## src/verilog/cpu_regs_map.svh

```systemverilog
// How it works
// (RULE_01) 8-bit accumulator carries most data operations
// (RULE_02) first index register adds to operand
// (RULE_03) second index register adds to operand
// (RULE_04) stack high byte follows page bit
// (RULE_05) 16-bit program counter holds next address
// (RULE_06) push and pop accumulator and status
// (RULE_07) eight status bits; branches test C Z V N
// (RULE_08) decimal mode leaves Z V N invalid
// (RULE_09) bit 0 takes carry, shift, rotate
// (RULE_10) bit 1 set on zero result
// (RULE_11) bit 2 blocks all but break
// (RULE_12) bit 3 selects binary or decimal add/subtract
// (RULE_13) bit 4 reads 0; break push sets it
// (RULE_14) bit 5 enables memory-to-memory operations
// (RULE_15) no fast-set/slow-wait; stop, wait, multiply, divide
// (RULE_16) software keeps mode register bit 3 set
// (RULE_17) bit 6 signed overflow; bit-test copies bit 6
// (RULE_18) bit 7 negative; bit-test copies bit 7
// (RULE_19) page bit lives in mode register 003b
// (RULE_20) interrupt pushes PC high, low, status
// (RULE_21) pop increments pointer, then reads stack
`ifndef CPU_REGS_MAP_SVH
`define CPU_REGS_MAP_SVH

`define PS_C 0
`define PS_Z 1
`define PS_I 2
`define PS_D 3
`define PS_B 4
`define PS_T 5
`define PS_V 6
`define PS_N 7

`define PS_RESET 8'h04
`define SP_RESET 8'hff
`define PC_RESET 16'h0000
`define A_RESET 8'h00
`define CPU_MODE_RESET 8'h00
`define CPU_MODE_ADDR 16'h003b
`define STACK_PAGE_BIT 2
`define STACK_HI_PAGE0 8'h00
`define STACK_HI_PAGE1 8'h01
`define BCD_LIMIT 5'h09
`define BCD_ADJUST 5'h06

`endif

```

## src/verilog/cpu_regs_pkg.sv

```systemverilog
package cpu_regs_pkg;

	typedef enum logic [4:0] {
		CMD_NOP = 5'h00,
		CMD_LD_A = 5'h01,
		CMD_LD_X = 5'h02,
		CMD_LD_Y = 5'h03,
		CMD_LD_SP = 5'h04,
		CMD_ADC = 5'h05,
		CMD_SBC = 5'h06,
		CMD_SHIFT = 5'h07,
		CMD_BIT = 5'h08,
		CMD_SET_FLAG = 5'h09,
		CMD_CLR_FLAG = 5'h0a,
		CMD_PUSH_A = 5'h0b,
		CMD_PUSH_PS = 5'h0c,
		CMD_POP_A = 5'h0d,
		CMD_POP_PS = 5'h0e,
		CMD_BRK = 5'h0f,
		CMD_PC_LOAD = 5'h10,
		CMD_PC_INC = 5'h11,
		CMD_INDEX_X = 5'h12,
		CMD_INDEX_Y = 5'h13,
		CMD_BRANCH = 5'h14,
		CMD_STOP = 5'h15,
		CMD_WAIT = 5'h16,
		CMD_MUL = 5'h17,
		CMD_DIV = 5'h18
	} cmd_t;

	typedef enum logic [2:0] {
		ST_IDLE = 3'h0,
		ST_INT_LOW = 3'h1,
		ST_INT_STAT = 3'h3,
		ST_POP_WAIT = 3'h4,
		ST_POP_LOAD = 3'h5
	} state_t;

endpackage : cpu_regs_pkg
```

## src/verilog/alu_addsub.sv

```systemverilog
`timescale 1ns/1ps
`default_nettype none
`include "cpu_regs_map.svh"

module alu_addsub (
	input wire logic [7:0] a_i,
	input wire logic [7:0] b_i,
	input wire logic carry_i,
	input wire logic sub_i,
	input wire logic decimal_i,
	output logic [7:0] sum_o,
	output logic carry_o,
	output logic overflow_o
);

	always_comb begin
		logic [8:0] bin;
		logic [7:0] bb;
		logic [4:0] lo;
		logic [4:0] hi;
		logic lo_c;
		lo = 5'h00;
		hi = 5'h00;
		lo_c = 1'b0;
		bb = sub_i ? ~b_i : b_i;
		bin = {1'b0, a_i} + {1'b0, bb} + {8'h00, carry_i};
		overflow_o = (a_i[7] == bb[7]) && (bin[7] != a_i[7]);
		if (!decimal_i) begin
			sum_o = bin[7:0];
			carry_o = bin[8];
		end else if (!sub_i) begin
			lo = {1'b0, a_i[3:0]} + {1'b0, b_i[3:0]} + {4'h0, carry_i};
			if (lo > `BCD_LIMIT) begin
				lo = lo + `BCD_ADJUST;
			end
			lo_c = lo[4];
			hi = {1'b0, a_i[7:4]} + {1'b0, b_i[7:4]} + {4'h0, lo_c};
			if (hi > `BCD_LIMIT) begin
				hi = hi + `BCD_ADJUST;
			end
			sum_o = {hi[3:0], lo[3:0]};
			carry_o = hi[4];
		end else begin
			// carry in means no borrow, same sense as binary subtract
			lo = {1'b0, a_i[3:0]} - {1'b0, b_i[3:0]} - {4'h0, ~carry_i};
			lo_c = lo[4];
			if (lo_c) begin
				lo = lo - `BCD_ADJUST;
			end
			hi = {1'b0, a_i[7:4]} - {1'b0, b_i[7:4]} - {4'h0, lo_c};
			carry_o = ~hi[4];
			if (hi[4]) begin
				hi = hi - `BCD_ADJUST;
			end
			sum_o = {hi[3:0], lo[3:0]};
		end
	end

endmodule : alu_addsub

`default_nettype wire

```

## src/verilog/cpu_register_set.sv

```systemverilog
`timescale 1ns/1ps
`default_nettype none
`include "cpu_regs_map.svh"

module cpu_register_set (
	input wire logic clk_i,
	input wire logic rst_i,
	input wire logic [4:0] cmd_i,
	input wire logic [7:0] data_i,
	input wire logic [7:0] data2_i,
	input wire logic [2:0] flag_sel_i,
	input wire logic cond_val_i,
	input wire logic shift_carry_i,
	input wire logic [15:0] pc_load_i,
	input wire logic [15:0] vector_i,
	input wire logic irq_req_i,
	input wire logic [15:0] sfr_addr_i,
	input wire logic [7:0] sfr_wdata_i,
	input wire logic sfr_we_i,
	input wire logic [7:0] stack_rdata_i,
	output logic [7:0] a_o,
	output logic [7:0] x_o,
	output logic [7:0] y_o,
	output logic [7:0] sp_o,
	output logic [15:0] pc_o,
	output logic [7:0] status_o,
	output logic [7:0] cpu_mode_o,
	output logic [15:0] stack_addr_o,
	output logic [7:0] stack_wdata_o,
	output logic stack_we_o,
	output logic stack_re_o,
	output logic [7:0] index_addr_o,
	output logic [7:0] mem_result_o,
	output logic mem_we_o,
	output logic branch_taken_o,
	output logic irq_ack_o,
	output logic halted_o,
	output logic illegal_o,
	output logic busy_o
);

	cpu_regs_pkg::state_t state_r, state_nxt;
	cpu_regs_pkg::cmd_t cmd;
	logic [7:0] a_r, x_r, y_r, sp_r, ps_r, mode_r;
	logic [15:0] pc_r;
	logic brk_r, pop_ps_r, idle, int_start, page;
	logic [7:0] alu_sum, alu_lhs;
	logic alu_c, alu_v;
	logic [15:0] product;

	function automatic logic [15:0] stack_addr(input logic pg,
		input logic [7:0] sp);
		stack_addr = {pg ? `STACK_HI_PAGE1 : `STACK_HI_PAGE0, sp}; // RULE_04
	endfunction : stack_addr

	function automatic logic [7:0] nz_flags(input logic [7:0] ps,
		input logic [7:0] v);
		logic [7:0] r;
		r = ps;
		r[`PS_Z] = (v == 8'h00); // RULE_10
		r[`PS_N] = v[7]; // RULE_18
		nz_flags = r;
	endfunction : nz_flags

	assign cmd = cpu_regs_pkg::cmd_t'(cmd_i);
	assign idle = (state_r == cpu_regs_pkg::ST_IDLE);
	assign page = mode_r[`STACK_PAGE_BIT];
	// maskable request only between commands so no command is lost
	assign int_start = idle && ((cmd == cpu_regs_pkg::CMD_BRK) ||
		(cmd == cpu_regs_pkg::CMD_NOP && irq_req_i && !ps_r[`PS_I])); // RULE_11
	assign alu_lhs = ps_r[`PS_T] ? data2_i : a_r; // RULE_14
	assign product = {8'h00, a_r} * {8'h00, data_i};

	alu_addsub u_alu (
		.a_i(alu_lhs),
		.b_i(data_i),
		.carry_i(ps_r[`PS_C]),
		.sub_i(cmd == cpu_regs_pkg::CMD_SBC),
		.decimal_i(ps_r[`PS_D]), // RULE_12
		.sum_o(alu_sum),
		.carry_o(alu_c),
		.overflow_o(alu_v)
	);

	always_comb begin
		state_nxt = state_r;
		unique case (state_r)
			cpu_regs_pkg::ST_IDLE: begin
				if (int_start) begin
					state_nxt = cpu_regs_pkg::ST_INT_LOW;
				end else if (cmd == cpu_regs_pkg::CMD_POP_A ||
					cmd == cpu_regs_pkg::CMD_POP_PS) begin
					state_nxt = cpu_regs_pkg::ST_POP_WAIT;
				end
			end
			cpu_regs_pkg::ST_INT_LOW: state_nxt = cpu_regs_pkg::ST_INT_STAT;
			cpu_regs_pkg::ST_INT_STAT: state_nxt = cpu_regs_pkg::ST_IDLE;
			cpu_regs_pkg::ST_POP_WAIT: state_nxt = cpu_regs_pkg::ST_POP_LOAD;
			cpu_regs_pkg::ST_POP_LOAD: state_nxt = cpu_regs_pkg::ST_IDLE;
			default: state_nxt = cpu_regs_pkg::ST_IDLE;
		endcase
	end

	always_ff @(posedge clk_i) begin
		if (rst_i) begin
			state_r <= cpu_regs_pkg::ST_IDLE;
			busy_o <= 1'b0;
			brk_r <= 1'b0;
			pop_ps_r <= 1'b0;
		end else begin
			state_r <= state_nxt;
			busy_o <= (state_nxt != cpu_regs_pkg::ST_IDLE);
			if (idle) begin
				brk_r <= (cmd == cpu_regs_pkg::CMD_BRK);
				pop_ps_r <= (cmd == cpu_regs_pkg::CMD_POP_PS);
			end
		end
	end

	// accumulator and index registers
	always_ff @(posedge clk_i) begin
		if (rst_i) begin
			a_r <= `A_RESET;
			x_r <= `A_RESET;
			y_r <= `A_RESET;
		end else if (state_r == cpu_regs_pkg::ST_POP_LOAD && !pop_ps_r) begin
			a_r <= stack_rdata_i; // RULE_06
		end else if (idle) begin
			unique case (cmd)
				cpu_regs_pkg::CMD_LD_A, cpu_regs_pkg::CMD_SHIFT:
					a_r <= data_i; // RULE_01
				cpu_regs_pkg::CMD_LD_X: x_r <= data_i;
				cpu_regs_pkg::CMD_LD_Y: y_r <= data_i;
				cpu_regs_pkg::CMD_ADC, cpu_regs_pkg::CMD_SBC: begin
					if (!ps_r[`PS_T]) begin
						a_r <= alu_sum;
					end
				end
				cpu_regs_pkg::CMD_MUL: begin
					a_r <= product[7:0]; // RULE_15
					y_r <= product[15:8];
				end
				cpu_regs_pkg::CMD_DIV: begin
					// divide by zero leaves both registers untouched
					if (data_i != 8'h00) begin
						a_r <= 8'(({y_r, a_r} / {8'h00, data_i})); // RULE_15
						y_r <= 8'(({y_r, a_r} % {8'h00, data_i}));
					end
				end
				default: ;
			endcase
		end
	end

	always_ff @(posedge clk_i) begin
		if (rst_i) begin
			sp_r <= `SP_RESET;
		end else if (int_start || state_r == cpu_regs_pkg::ST_INT_LOW ||
			state_r == cpu_regs_pkg::ST_INT_STAT) begin
			sp_r <= sp_r - 8'h01; // RULE_20
		end else if (idle) begin
			unique case (cmd)
				cpu_regs_pkg::CMD_LD_SP: sp_r <= data_i;
				cpu_regs_pkg::CMD_PUSH_A, cpu_regs_pkg::CMD_PUSH_PS:
					sp_r <= sp_r - 8'h01; // RULE_06
				cpu_regs_pkg::CMD_POP_A, cpu_regs_pkg::CMD_POP_PS:
					sp_r <= sp_r + 8'h01; // RULE_21
				default: ;
			endcase
		end
	end

	always_ff @(posedge clk_i) begin
		if (rst_i) begin
			pc_r <= `PC_RESET;
		end else if (state_r == cpu_regs_pkg::ST_INT_STAT) begin
			pc_r <= vector_i;
		end else if (idle && !int_start) begin
			if (cmd == cpu_regs_pkg::CMD_PC_LOAD) begin
				pc_r <= pc_load_i; // RULE_05
			end else if (cmd == cpu_regs_pkg::CMD_PC_INC) begin
				pc_r <= pc_r + 16'h0001; // RULE_05
			end
		end
	end

	always_ff @(posedge clk_i) begin
		if (rst_i) begin
			ps_r <= `PS_RESET;
		end else if (state_r == cpu_regs_pkg::ST_INT_STAT) begin
			ps_r[`PS_I] <= 1'b1;
		end else if (state_r == cpu_regs_pkg::ST_POP_LOAD && pop_ps_r) begin
			ps_r <= stack_rdata_i;
			ps_r[`PS_B] <= 1'b0; // RULE_13
		end else if (state_r == cpu_regs_pkg::ST_POP_LOAD) begin
			ps_r <= nz_flags(ps_r, stack_rdata_i); // RULE_10
		end else if (idle && !int_start) begin
			unique case (cmd)
				cpu_regs_pkg::CMD_LD_A, cpu_regs_pkg::CMD_LD_X,
				cpu_regs_pkg::CMD_LD_Y:
					ps_r <= nz_flags(ps_r, data_i); // RULE_10
				cpu_regs_pkg::CMD_SHIFT: begin
					ps_r <= nz_flags(ps_r, data_i);
					ps_r[`PS_C] <= shift_carry_i; // RULE_09
				end
				cpu_regs_pkg::CMD_ADC, cpu_regs_pkg::CMD_SBC: begin
					ps_r[`PS_C] <= alu_c; // RULE_09
					// z v n are meaningless in decimal, so they hold
					if (!ps_r[`PS_D]) begin // RULE_08
						ps_r[`PS_Z] <= (alu_sum == 8'h00);
						ps_r[`PS_N] <= alu_sum[7];
						ps_r[`PS_V] <= alu_v; // RULE_17
					end
				end
				cpu_regs_pkg::CMD_BIT: begin
					ps_r[`PS_Z] <= ((a_r & data_i) == 8'h00);
					ps_r[`PS_V] <= data_i[6]; // RULE_17
					ps_r[`PS_N] <= data_i[7]; // RULE_18
				end
				cpu_regs_pkg::CMD_SET_FLAG, cpu_regs_pkg::CMD_CLR_FLAG: begin
					if (flag_sel_i != 3'(`PS_B)) begin // RULE_13
						ps_r[flag_sel_i] <= (cmd == cpu_regs_pkg::CMD_SET_FLAG);
					end
				end
				default: ;
			endcase
		end
	end

	always_ff @(posedge clk_i) begin
		if (rst_i) begin
			mode_r <= `CPU_MODE_RESET;
		end else if (sfr_we_i && sfr_addr_i == `CPU_MODE_ADDR) begin
			mode_r <= sfr_wdata_i; // RULE_19
		end
	end

	// stack port; read data is expected one cycle after the strobe
	always_ff @(posedge clk_i) begin
		if (rst_i) begin
			stack_addr_o <= `PC_RESET;
			stack_wdata_o <= `A_RESET;
			stack_we_o <= 1'b0;
			stack_re_o <= 1'b0;
		end else begin
			stack_we_o <= 1'b0;
			stack_re_o <= 1'b0;
			if (int_start) begin
				stack_addr_o <= stack_addr(page, sp_r);
				stack_wdata_o <= pc_r[15:8]; // RULE_20
				stack_we_o <= 1'b1;
			end else if (state_r == cpu_regs_pkg::ST_INT_LOW) begin
				stack_addr_o <= stack_addr(page, sp_r);
				stack_wdata_o <= pc_r[7:0]; // RULE_20
				stack_we_o <= 1'b1;
			end else if (state_r == cpu_regs_pkg::ST_INT_STAT) begin
				stack_addr_o <= stack_addr(page, sp_r);
				stack_wdata_o <= ps_r | ({7'h00, brk_r} << `PS_B); // RULE_13
				stack_we_o <= 1'b1;
			end else if (idle) begin
				unique case (cmd)
					cpu_regs_pkg::CMD_PUSH_A, cpu_regs_pkg::CMD_PUSH_PS: begin
						stack_addr_o <= stack_addr(page, sp_r);
						stack_wdata_o <= (cmd == cpu_regs_pkg::CMD_PUSH_A) ?
							a_r : ps_r; // RULE_06
						stack_we_o <= 1'b1;
					end
					cpu_regs_pkg::CMD_POP_A, cpu_regs_pkg::CMD_POP_PS: begin
						stack_addr_o <= stack_addr(page, sp_r + 8'h01); // RULE_21
						stack_re_o <= 1'b1;
					end
					default: ;
				endcase
			end
		end
	end

	always_ff @(posedge clk_i) begin
		if (rst_i) begin
			index_addr_o <= `A_RESET;
			mem_result_o <= `A_RESET;
			mem_we_o <= 1'b0;
			branch_taken_o <= 1'b0;
			irq_ack_o <= 1'b0;
			halted_o <= 1'b0;
			illegal_o <= 1'b0;
		end else begin
			mem_we_o <= 1'b0;
			branch_taken_o <= 1'b0;
			illegal_o <= 1'b0;
			irq_ack_o <= int_start;
			if (irq_req_i) begin
				halted_o <= 1'b0;
			end
			if (idle && !int_start) begin
				unique case (cmd)
					cpu_regs_pkg::CMD_INDEX_X:
						index_addr_o <= data_i + x_r; // RULE_02
					cpu_regs_pkg::CMD_INDEX_Y:
						index_addr_o <= data_i + y_r; // RULE_03
					cpu_regs_pkg::CMD_ADC, cpu_regs_pkg::CMD_SBC: begin
						mem_result_o <= alu_sum;
						mem_we_o <= ps_r[`PS_T]; // RULE_14
					end
					cpu_regs_pkg::CMD_BRANCH: begin
						// only C Z V N may be tested
						branch_taken_o <= (flag_sel_i == 3'(`PS_C) ||
							flag_sel_i == 3'(`PS_Z) ||
							flag_sel_i == 3'(`PS_V) ||
							flag_sel_i == 3'(`PS_N)) &&
							(ps_r[flag_sel_i] == cond_val_i); // RULE_07
					end
					cpu_regs_pkg::CMD_STOP, cpu_regs_pkg::CMD_WAIT:
						halted_o <= 1'b1; // RULE_15
					cpu_regs_pkg::CMD_NOP, cpu_regs_pkg::CMD_LD_A,
					cpu_regs_pkg::CMD_LD_X, cpu_regs_pkg::CMD_LD_Y,
					cpu_regs_pkg::CMD_LD_SP, cpu_regs_pkg::CMD_SHIFT,
					cpu_regs_pkg::CMD_BIT, cpu_regs_pkg::CMD_SET_FLAG,
					cpu_regs_pkg::CMD_CLR_FLAG, cpu_regs_pkg::CMD_PUSH_A,
					cpu_regs_pkg::CMD_PUSH_PS, cpu_regs_pkg::CMD_POP_A,
					cpu_regs_pkg::CMD_POP_PS, cpu_regs_pkg::CMD_BRK,
					cpu_regs_pkg::CMD_PC_LOAD, cpu_regs_pkg::CMD_PC_INC,
					cpu_regs_pkg::CMD_MUL, cpu_regs_pkg::CMD_DIV: ;
					// fast-set and slow-wait have no code and land here
					default: illegal_o <= 1'b1; // RULE_15
				endcase
			end
		end
	end

	assign a_o = a_r;
	assign x_o = x_r;
	assign y_o = y_r;
	assign sp_o = sp_r;
	assign pc_o = pc_r;
	assign status_o = ps_r;
	assign cpu_mode_o = mode_r;
endmodule : cpu_register_set

`default_nettype wire

```

## config.mk

```make
export PLATFORM = sky130hd
export DESIGN_NAME = cpu_register_set
export DESIGN_NICKNAME = d
export VERILOG_FILES = /design/src/verilog/cpu_regs_pkg.sv /design/src/verilog/alu_addsub.sv /design/src/verilog/cpu_register_set.sv
export VERILOG_INCLUDE_DIRS = /design/src /design/src/verilog
export SDC_FILE = /design/constraint.sdc
export NUM_CORES = 1
export LEC_CHECK = 0
export ABC_AREA = 1
export BUFFER_PORTS_ARGS = -buffer_cell sky130_fd_sc_hd__buf_2
export CORE_MARGIN = 1
export CORE_UTILIZATION = 30
export CTS_BUF_LIST = sky130_fd_sc_hd__clkbuf_4 sky130_fd_sc_hd__clkbuf_8 sky130_fd_sc_hd__clkbuf_16
export CTS_CLUSTER_SIZE = 12
export DETAILED_ROUTE_END_ITERATION = 10
export SLEW_MARGIN = 20
export SYNTH_ARGS = -nofsm -noshare
export SYNTH_HDL_FRONTEND = slang
export SYNTH_HIERARCHICAL = 1
export SYNTH_SLANG_ARGS = --single-unit
```

## constraint.sdc

```tcl
create_clock -name clk_i -period 31.8 [get_ports clk_i]
set_input_delay 1.59 -clock clk_i [delete_from_list [all_inputs] [get_ports clk_i]]
set_output_delay 1.59 -clock clk_i [all_outputs]
set_load 0.005 [all_outputs]
```

# Yosys cells after proc, flatten, opt, wreduce, memory -nomap -nowiden
# Index checks and enable logic that the tools add are counted.
[totals]
inputBits = 94
word_cells = 249
register_bits = 117
output_inout_bits = 112
[op_classes]
add_sub_neg = 19
n_bitwise = 11
n_mul = 1
magnitude_cmp = 4
div_mod_pow = 2
eq_ne = 45
mux = 67
reduce_logical = 74
[ops]
columns = ["cell", "n"]
rows = [
  ["two-way mux 8 bit", 21],
  ["two-way mux 16 bit", 8],
  ["one-hot mux 8 bit (3 select lines)", 2],
  ["== test 5 bit (second input constant)", 9],
  ["== test 5 x 4 -> 1 bit (second input constant)", 8],
  ["logical NOT 8 bit", 4],
  ["one-hot mux 16 bit (2 select lines)", 1],
  ["one-hot mux 8 bit (4 select lines)", 1],
  ["OR reduction 25 bit", 1],
  ["== test 5 x 3 -> 1 bit (second input constant)", 4],
  ["two-way mux 5 bit", 4],
  ["nonzero test 4 bit", 5],
  ["adder 16 x 1 -> 16 bit (second input constant)", 1],
  ["adder 8 bit", 2],
  ["divider 16 x 8 -> 16 bit", 1],
  ["== test 16 x 6 -> 1 bit (second input constant)", 1],
  ["remainder unit 16 x 8 -> 16 bit", 1],
  ["multiplier 8 x 8 -> 16 bit", 1],
  ["two-way mux 1 bit", 16],
  ["one-hot mux 8 bit (2 select lines)", 1],
  ["OR reduction 2 bit", 8],
  ["!= test 3 bit (second input constant)", 5],
  ["AND reduction 5 bit", 3],
  ["nonzero test 2 bit", 7],
  ["other kinds (53)", 108],
]

# Depth between registers and ports, before layout
# Gate-level depths: netlist of run 1.
[logic_depth]
word_depth = 18
depth_mapped = 203
depth_no_buf = 194

# Cells and area by module
# Netlist of run 1, hierarchy kept.
[by_module_without_submodules]
columns = ["module", "n_inst", "seq_area_each_um2", "area_each_um2", "cells_each"]
rows = [
  ["cpu_register_set", 1, 2202.1, 14417.6, 2227],
  ["alu_addsub", 1, 0.0, 1845.5, 303],
]

# Least setup slack after synthesis of run 1
# No wires, ideal clock.
[synth_timing]
kind = "input port to flip-flop"
start = "input port data_i[0]"
end = "register a_r[0] (netlist: a_o[0])"
arrival_time_ns = 27.136
setup_time_ns = 0.132
path_buffers = 9
setup_slack_ns = 4.531
path_stages = 195
path_cell_list = "clkbuf_1 > inv_1 > ha_1 > nor2_1 > nor2_1 > nand2_1 > nand2_1 > nand2_1 > ha_1 > inv_1 > o21bai_1 > nand2_1 > nand2_1 > nand2_1 > ha_1 > inv_1 > o21bai_1 > nand2_1 > [... 159 more ...] > buf_2 > o21ai_0 > inv_1 > ha_1 > nand2_1 > nor2_1 > a211oi_1 > o21ai_0 > o21ai_0 > nand2_1 > a21oi_1 > nand4_2 > nor2_4 > nand2_4 > nand2_1 > nand2_1 > nand2_1 > a21oi_1"
[synth_via]
elab_chain_len = 12
elab_cells_between_ends = 27
[synth_rtl]
columns = ["item", "line", "source"]
rows = [
  ["start: declaration", "cpu_register_set.sv:9", "input wire logic [7:0] data_i,"],
  ["parallel branches: the longest is 12 deep, another holds divider 16 x 8 -> 16 bit", "-", ""],
  ["end signal: assignment", "cpu_register_set.sv:127", "a_r <= stack_rdata_i;"],
  ["end signal: assignment", "cpu_register_set.sv:131", "a_r <= data_i;"],
  ["end signal: assignment", "cpu_register_set.sv:136", "a_r <= alu_sum;"],
  ["end: declaration", "cpu_register_set.sv:44", "logic [7:0] a_r, x_r, y_r, sp_r, ps_r, mode_r;"],
]
# Several ways; the timed one is not identified. The select of a mux whose other input is x is not followed.
# A chain may end at the register's enable or synchronous reset.

# Worst setup path in the final report of run 1
[layout_timing]
start = "input port data_i[4]"
end = "register y_r[1] (netlist: y_o[1])"
[layout_via]
elab_chain_len = 3
elab_cells_between_ends = 7
[layout_rtl]
columns = ["item", "line", "source"]
rows = [
  ["remainder unit 16 x 8 -> 16 bit or nonzero test 8 bit (tied branches)", "cpu_register_set.sv:147, cpu_register_set.sv:145", ""],
  ["two-way mux 8 bit or != test 2 bit (tied branches)", "-", ""],
  ["one-hot mux 8 bit (3 select lines) or AND reduction 4 bit (tied branches)", "-", ""],
  ["end signal: assignment", "cpu_register_set.sv:125", "y_r <= `A_RESET;"],
  ["end signal: assignment", "cpu_register_set.sv:133", "cpu_regs_pkg::CMD_LD_Y: y_r <= data_i;"],
  ["end signal: assignment", "cpu_register_set.sv:147", "y_r <= 8'(({y_r, a_r} % {8'h00, data_i}));"],
  ["end: declaration", "cpu_register_set.sv:44", ""],
]
# Several ways; a longest one is shown, not always the timed one. The select of a mux whose other input is x is not followed.

==> results of run 1 <==
## final timing paths
kind | from | endpoint | cells after the start | slack [ns]
worst min register to register | cpu_mode_o[5]$_SDFFE_PP0P_ | cpu_mode_o[5]$_SDFFE_PP0P_ | 2 | 0.45
worst max-delay path | data_i[4] | y_o[1]$_SDFFE_PP0P_ | 182 | 3.15
worst max register to register | y_o[7]$_SDFFE_PP0P_ | y_o[1]$_SDFFE_PP0P_ | 181 | 4.37
worst min-delay path | cpu_mode_o[5]$_SDFFE_PP0P_ | cpu_mode_o[5]$_SDFFE_PP0P_ | 2 | 0.45
## through the flow
step | std cells | cell area (um^2) | worst slack (ns) | utilization | hold slack (ns)
2_1_floorplan | 2536 | 16300 | 4.53 | - | 0.440
3_3_place_gp | 3363 | 18000 | 2.38 | 0.338 | 0.433
3_5_place_dp | 3363 | 18000 | 1.40 | 0.338 | 0.437
4_1_cts | 3379 | 18300 | 1.72 | 0.344 | 0.448
5_1_grt | 3399 | 18500 | 0.0103 | 0.348 | 0.460
6_report | 3400 | 18500 | 3.15 | 0.348 | 0.447
## metal layers
metal | global-route usage | up-vias | share of wire
met5 | 0 | - | 0
met4 | 0.0451 | 0 | 0.019
met3 | 0.0264 | 54 | 0.065
met2 | 0.332 | 532 | 0.45
met1 | 0.270 | 7667 | 0.47
li1 | - | 8631 | -
## kinds of logic after synthesis
group	synth area share
multiplexers	0.00539
AND/OR/NAND/NOR	0.299
adder cells (fa/ha/maj)	0.201
buffers and inverters	0.117
other	0.000231
flip-flops	0.135
AO/OA/AOI/OAI	0.184
XOR/XNOR	0.0582
## worst max-delay path: cells and delay by family
family                   cells  cell delay (ns)
adder cells (fa/ha/maj)     15             4.60
AND/OR/NAND/NOR             81             9.41
XOR/XNOR                     2             0.28
AO/OA/AOI/OAI               59            10.17
buffers and inverters       25             2.78
## repair_timing
action | 4_1_cts | 5_1_grt
buffers inserted | 0 | 20
setup endpoints to repair | 0 | 9
resized for setup | 0 | 16
## state kept, by name, indices dropped and copies added (netlist names), 3 cells and up
name,count
y_o,8
stack_wdata_o,8
index_addr_o,8
a_o,8
sp_o,8
state_r,3
status_o,8
stack_addr_o,9
cpu_mode_o,8
pc_o,16
x_o,8
mem_result_o,8
## Yosys cell counts (9+ instances only)
cell type    n
nand2_1    589
inv_1      386
nor2_1     187
o21ai_0    187
ha_1       184
a21oi_1    149
nand3_1    132
dfxtp_1    110
clkbuf_1    66
xor2_1      60
fa_1        48
xnor2_1     48
nand2_2     29
nor3_1      28
a211oi_1    22
a21o_1      22
nand4_1     20
nand3_2     18
o211ai_1    18
a31oi_1     17
inv_2       16
o21bai_1    16
o221ai_1    15
nor4_1      11
a21oi_2     10
buf_4       10
nor2_4      10
or2_2       10
nand2_4      9
## layout make-up
| class | count | area (um^2) | share of cell area |
|---|---|---|---|
| clock buffer | 10 | 233 | 0.0126 |
| clock inverter | 6 | 75.1 | 0.00407 |
| tap | 688 | 861 | 0.0466 |
| inverter | 407 | 1540 | 0.0834 |
| timing repair buffer | 243 | 1330 | 0.0722 |
| sequential | 110 | 2200 | 0.119 |
| multi-input combinational | 1935 | 12200 | 0.662 |
| antenna | 1 | 2.50 | 0.000136 |
==> impl_metrics.xml, run 1 <==
<?xml version="1.0" encoding="UTF-8"?>
<metrics>
  <group name="run_status">
    <metric name="run_status" unit="">complete, no violations</metric>
  </group>
  <group name="floorplan">
    <metric name="die_footprint" unit="um^2">55100</metric>
    <metric name="boundaryPins" unit="">206</metric>
    <metric name="core.rowCount" unit="">84</metric>
    <metric name="floorplan.initialDensity" unit="">0.306</metric>
    <metric name="fp.dieH" unit="um">235</metric>
    <metric name="die_w" unit="um">235</metric>
    <metric name="core_area" unit="um^2">53100</metric>
  </group>
  <group name="detailed_routing">
    <metric name="post_drt_wl_per_cell" unit="um">16.4</metric>
    <metric name="drt-vias-per-instance" unit="">4.97</metric>
    <metric name="drc" unit="">0</metric>
    <metric name="routed_wl" unit="um">55800</metric>
    <metric name="vias" unit="">16900</metric>
    <metric name="length_of_the_first_detailed_routing_pass_in_iterations" unit="">5</metric>
    <metric name="ant_nets" unit="">0</metric>
    <metric name="drt_iter0_drc" unit="">1153</metric>
  </group>
  <group name="sta">
    <metric name="relative_max_transition_margin" unit="">0.389</metric>
    <metric name="hold_violations" unit="">0</metric>
    <metric name="final.setup.tns" unit="ns">0</metric>
    <metric name="timing.final.crit_share" unit="">0.901</metric>
    <metric name="setup_viol" unit="">0</metric>
    <metric name="fin_worst_skew" unit="ns">0.0153</metric>
    <metric name="timing.final.max_slew_violations" unit="">0</metric>
    <metric name="fmax" unit="MHz">34.9</metric>
    <metric name="rsz0062_at_grt" unit="">no</metric>
    <metric name="worst_pin_slew" unit="ns">0.913</metric>
    <metric name="layout_min_cycle_time" unit="ns">28.65</metric>
  </group>
  <group name="clock_tree">
    <metric name="clkSlewWorstSetupHoldPaths" unit="ns">0.09</metric>
    <metric name="cts_root_buf" unit="">clkbuf_16</metric>
    <metric name="clock_tree_from_tritoncts" unit="">yes</metric>
    <metric name="cts_buffer_depth" unit="">2</metric>
    <metric name="cts-htree-levels" unit="">3</metric>
    <metric name="clock_sink_count" unit="">110</metric>
    <metric name="numCtsBuffers" unit="">9</metric>
    <metric name="clock_insertion_delay_worst_skew" unit="ns">0.37</metric>
    <metric name="hold_buffers" unit="">0</metric>
  </group>
  <group name="synthesis">
    <metric name="synth.lib_cells_used.distinct" unit="">62</metric>
    <metric name="synth.yosys.seq_area_share" unit="">0.135</metric>
    <metric name="synth_seq_cells" unit="">110</metric>
    <metric name="ys_dominant_reg_cell" unit="">dfxtp_1</metric>
    <metric name="synth.avg_cell_area" unit="um^2">6.43</metric>
    <metric name="synth_top_cell_area_share" unit="">0.142</metric>
    <metric name="netlist.top_cell.by_area" unit="">ha_1</metric>
    <metric name="postSynthCellCount" unit="">2530</metric>
    <metric name="netlist_top_cells_area" unit="">ha_1, nand2_1, dfxtp_1</metric>
    <metric name="synth-edff-count" unit="">0</metric>
    <metric name="yosys_warnings" unit="">6</metric>
    <metric name="synthesis.area" unit="um^2">16300</metric>
    <metric name="synth-async-reset-ratio" unit="">0</metric>
  </group>
  <group name="setup_path">
    <metric name="critical_path.max_fanout" unit="">22</metric>
    <metric name="max_stage_delay" unit="ns">0.51</metric>
    <metric name="crit_top_cell" unit="">nand2_1</metric>
    <metric name="category_of_the_worst_setup_path_launch_point" unit="">input pin</metric>
    <metric name="cp.required" unit="ns">32.11</metric>
    <metric name="worstSetupEndpointType" unit="">flop</metric>
    <metric name="worst-setup-path-type" unit="">in2reg</metric>
    <metric name="cp.arrival" unit="ns">28.96</metric>
    <metric name="slowest_stage_cell_on_the_critical_path" unit="">buf_2</metric>
  </group>
  <group name="global_routing">
    <metric name="number_of_global_route_vias_before_repair" unit="">15500</metric>
    <metric name="gr-usage-all-layers" unit="">0.199</metric>
    <metric name="number_of_antenna_violations_at_the_first_check_in_global_routing" unit="">1</metric>
    <metric name="globalRouteOverflowTotal" unit="">0</metric>
    <metric name="first_pass_grt_wire_length" unit="um">87300</metric>
    <metric name="grt_start_max_net_pins" unit="">55</metric>
  </group>
  <group name="final_layout">
    <metric name="area_growth_syn_to_layout" unit="%">13.5</metric>
    <metric name="post_route_cells_drive_above_1_share" unit="">0.150</metric>
    <metric name="mostFrequentLayoutCells" unit="">nand2_1, inv_1, buf_2</metric>
    <metric name="final_net_count" unit="">3032</metric>
    <metric name="layout_commonest_cell" unit="">nand2_1</metric>
    <metric name="layout.filler_cells" unit="">5787</metric>
  </group>
  <group name="run">
    <metric name="number_of_max_cap_violations" unit="">0</metric>
  </group>
  <group name="place">
    <metric name="globalplace.congestion" unit="">0.988</metric>
    <metric name="post-dp-hpwl" unit="um">44100</metric>
    <metric name="numPortBuffers" unit="">198</metric>
  </group>
  <group name="worst_hold_path">
    <metric name="worst_min_path_class" unit="">reg2reg</metric>
  </group>
</metrics>
Power of run 1 is left out: the tool's default activity adds up to more than one toggle a clock period on the data nets, which glitch-free logic cannot reach.
==> run 2, diff against run 1 <==
--- a/config.mk
+++ b/config.mk
@@ -10,7 +10,6 @@
 export BUFFER_PORTS_ARGS = -buffer_cell sky130_fd_sc_hd__buf_2
 export CORE_MARGIN = 1
 export CORE_UTILIZATION = 30
-export CTS_BUF_LIST = sky130_fd_sc_hd__clkbuf_4 sky130_fd_sc_hd__clkbuf_8 sky130_fd_sc_hd__clkbuf_16
 export CTS_CLUSTER_SIZE = 12
 export DETAILED_ROUTE_END_ITERATION = 10
 export SLEW_MARGIN = 20
==> constraint.sdc (replaced) <==
create_clock -name clk_i -period 25.1 [get_ports clk_i]
set_input_delay 1.255 -clock clk_i [delete_from_list [all_inputs] [get_ports clk_i]]
set_output_delay 1.255 -clock clk_i [all_outputs]
set_load 0.005 [all_outputs]
==> impl_metrics.xml, run 2 (synthesized netlist as in run 1, its figures left out) <==
<?xml version="1.0" encoding="UTF-8"?>
<metrics>
  <group name="run_status">
    <metric name="run_status" unit="">complete, no violations</metric>
  </group>
  <group name="clock_tree">
    <metric name="hold_buffers" unit="">0</metric>
    <metric name="clock_tree_from_tritoncts" unit="">yes</metric>
    <metric name="cts_buffer_depth" unit="">2</metric>
    <metric name="clock_sink_count" unit="">110</metric>
    <metric name="clkSlewWorstSetupHoldPaths" unit="ns">0.09</metric>
    <metric name="clock_insertion_delay_worst_skew" unit="ns">0.39</metric>
    <metric name="cts-htree-levels" unit="">3</metric>
    <metric name="numCtsBuffers" unit="">9</metric>
    <metric name="cts_root_buf" unit="">clkbuf_16</metric>
  </group>
  <group name="setup_path">
    <metric name="crit_top_cell" unit="">nand2_1</metric>
    <metric name="worst-setup-path-type" unit="">in2reg</metric>
    <metric name="cp.buffers_inverters" unit="">29</metric>
    <metric name="max_stage_delay" unit="ns">0.35</metric>
    <metric name="cp.arrival" unit="ns">24.81</metric>
    <metric name="worst_path_dominant_cell_family" unit="">compound AO/OA/AOI/OAI gates</metric>
    <metric name="critical_path.max_fanout" unit="">7</metric>
    <metric name="worstSetupEndpointType" unit="">flop</metric>
    <metric name="category_of_the_worst_setup_path_launch_point" unit="">input pin</metric>
    <metric name="slowest_stage_cell_on_the_critical_path" unit="">ha_1</metric>
    <metric name="cp.required" unit="ns">25.38</metric>
  </group>
  <group name="sta">
    <metric name="fmax" unit="MHz">40.8</metric>
    <metric name="relative_max_transition_margin" unit="">0.369</metric>
    <metric name="rsz0062_at_grt" unit="">yes</metric>
    <metric name="setup_viol" unit="">0</metric>
    <metric name="fin_worst_skew" unit="ns">0.0103</metric>
    <metric name="hold_violations" unit="">0</metric>
    <metric name="worst_pin_slew" unit="ns">0.944</metric>
    <metric name="layout_min_cycle_time" unit="ns">24.53</metric>
    <metric name="final.setup.tns" unit="ns">0</metric>
    <metric name="worst_hold_margin" unit="ns">0.446</metric>
    <metric name="timing.final.max_slew_violations" unit="">0</metric>
    <metric name="timing.final.crit_share" unit="">0.977</metric>
  </group>
  <group name="detailed_routing">
    <metric name="post_drt_wl_per_cell" unit="um">16.9</metric>
    <metric name="vias" unit="">17700</metric>
    <metric name="drt_iter0_drc" unit="">1156</metric>
    <metric name="routed_wl" unit="um">59500</metric>
    <metric name="ant_nets" unit="">0</metric>
    <metric name="drc" unit="">0</metric>
    <metric name="length_of_the_first_detailed_routing_pass_in_iterations" unit="">5</metric>
    <metric name="drt-vias-per-instance" unit="">5.02</metric>
  </group>
  <group name="final_layout">
    <metric name="finalInstanceArea" unit="um^2">20700</metric>
    <metric name="layout_commonest_cell" unit="">nand2_1</metric>
    <metric name="area_of_the_multi_input_gates" unit="um^2">13500</metric>
    <metric name="register_area" unit="um^2">2200</metric>
    <metric name="layout.filler_cells" unit="">5507</metric>
    <metric name="number_of_flip_flops_in_the_largest_register" unit="">16</metric>
    <metric name="post_route_cells_drive_above_1_share" unit="">0.256</metric>
    <metric name="mostFrequentLayoutCells" unit="">nand2_1, inv_1, buf_2</metric>
    <metric name="final_net_count" unit="">3154</metric>
    <metric name="area_growth_syn_to_layout" unit="%">27.1</metric>
  </group>
  <group name="global_routing">
    <metric name="number_of_global_route_vias_before_repair" unit="">16000</metric>
    <metric name="grt_start_max_net_pins" unit="">55</metric>
    <metric name="first_pass_grt_wire_length" unit="um">88400</metric>
    <metric name="globalRouteOverflowTotal" unit="">0</metric>
    <metric name="gr-usage-all-layers" unit="">0.202</metric>
    <metric name="number_of_antenna_violations_at_the_first_check_in_global_routing" unit="">3</metric>
  </group>
  <group name="floorplan">
    <metric name="boundaryPins" unit="">206</metric>
    <metric name="die_footprint" unit="um^2">55100</metric>
    <metric name="floorplan.initialDensity" unit="">0.306</metric>
    <metric name="die_w" unit="um">235</metric>
    <metric name="core.rowCount" unit="">84</metric>
    <metric name="fp.dieH" unit="um">235</metric>
    <metric name="core_area" unit="um^2">53100</metric>
  </group>
  <group name="place">
    <metric name="post-dp-hpwl" unit="um">44800</metric>
    <metric name="numPortBuffers" unit="">198</metric>
    <metric name="globalplace.congestion" unit="">0.932</metric>
    <metric name="placedInstanceArea" unit="um^2">18500</metric>
  </group>
  <group name="run">
    <metric name="number_of_max_cap_violations" unit="">0</metric>
  </group>
  <group name="worst_hold_path">
    <metric name="worst_min_path_class" unit="">reg2reg</metric>
  </group>
</metrics>
-- run 2: cell types whose count changed in the layout (fill, tap and decap cells not counted), sizes merged, moves of 2 or more --
| cell | before | now |
|---|---|---|
| buf | 243 | 360 |
| inv | 403 | 408 |
| clkinvlp | 3 | 0 |
| nand2 | 627 | 629 |
-- run 2: routing by layer --
metal / part of all wire / vias up / track usage
met3: 0.063 / 89 / 0.0307
met1: 0.44 / 8227 / 0.263
met2: 0.47 / 502 / 0.339
met4: 0.030 / 4 / 0.0712
li1: - / 8873 / -
met5: 0.00030 / - / 0
-- run 2: final cells by class --
cell class,count,area share
multi-input combinational,1938,0.651
timing repair buffer,361,0.109
sequential,110,0.106
inverter,407,0.0761
tap,688,0.0416
clock buffer,9,0.0109
clock inverter,7,0.00442
timing repair inverter,1,0.000303
antenna,2,0.000242
-- run 2: worst paths after layout --
check                                                start                         end  slack (ns)  depth (start not counted)
worst max-delay path                             data_i[0]         y_o[1]$_SDFFE_PP0P_        0.57                        185
worst max register to register         y_o[7]$_SDFFE_PP0P_         y_o[1]$_SDFFE_PP0P_        0.92                        182
worst min-delay path            cpu_mode_o[1]$_SDFFE_PP0P_  cpu_mode_o[1]$_SDFFE_PP0P_        0.45                          2
worst min register to register  cpu_mode_o[1]$_SDFFE_PP0P_  cpu_mode_o[1]$_SDFFE_PP0P_        0.45                          2
-- run 2: what timing repair did --
| item | 4_1_cts | 5_1_grt |
|---|---|---|
| setup endpoints to repair | 2 | 10 |
| buffers inserted | 0 | 72 |
| pin swaps | 1 | 176 |
| gates cloned | 0 | 5 |
| gates resized for setup | 0 | 282 |
-- run 2: stage by stage --
stage,std cells,setup slack (ns),util
floorplan,2536,0.0110,-
global placement,3427,0.197,0.349
detailed placement,3427,-0.336,0.349
CTS,3443,0.00905,0.355
global route,3522,-0.976,0.390
finish,3523,0.566,0.390
-- run 2: worst reg2reg max path: cells and delay by family (launching register included) --
family	cells	cell delay, ns
AO/OA/AOI/OAI	59	8.99
AND/OR/NAND/NOR	80	7.92
adder cells (fa/ha/maj)	16	4.42
buffers and inverters	27	2.11
flip-flops	1	0.60
Power of run 2 is left out for the same reason.
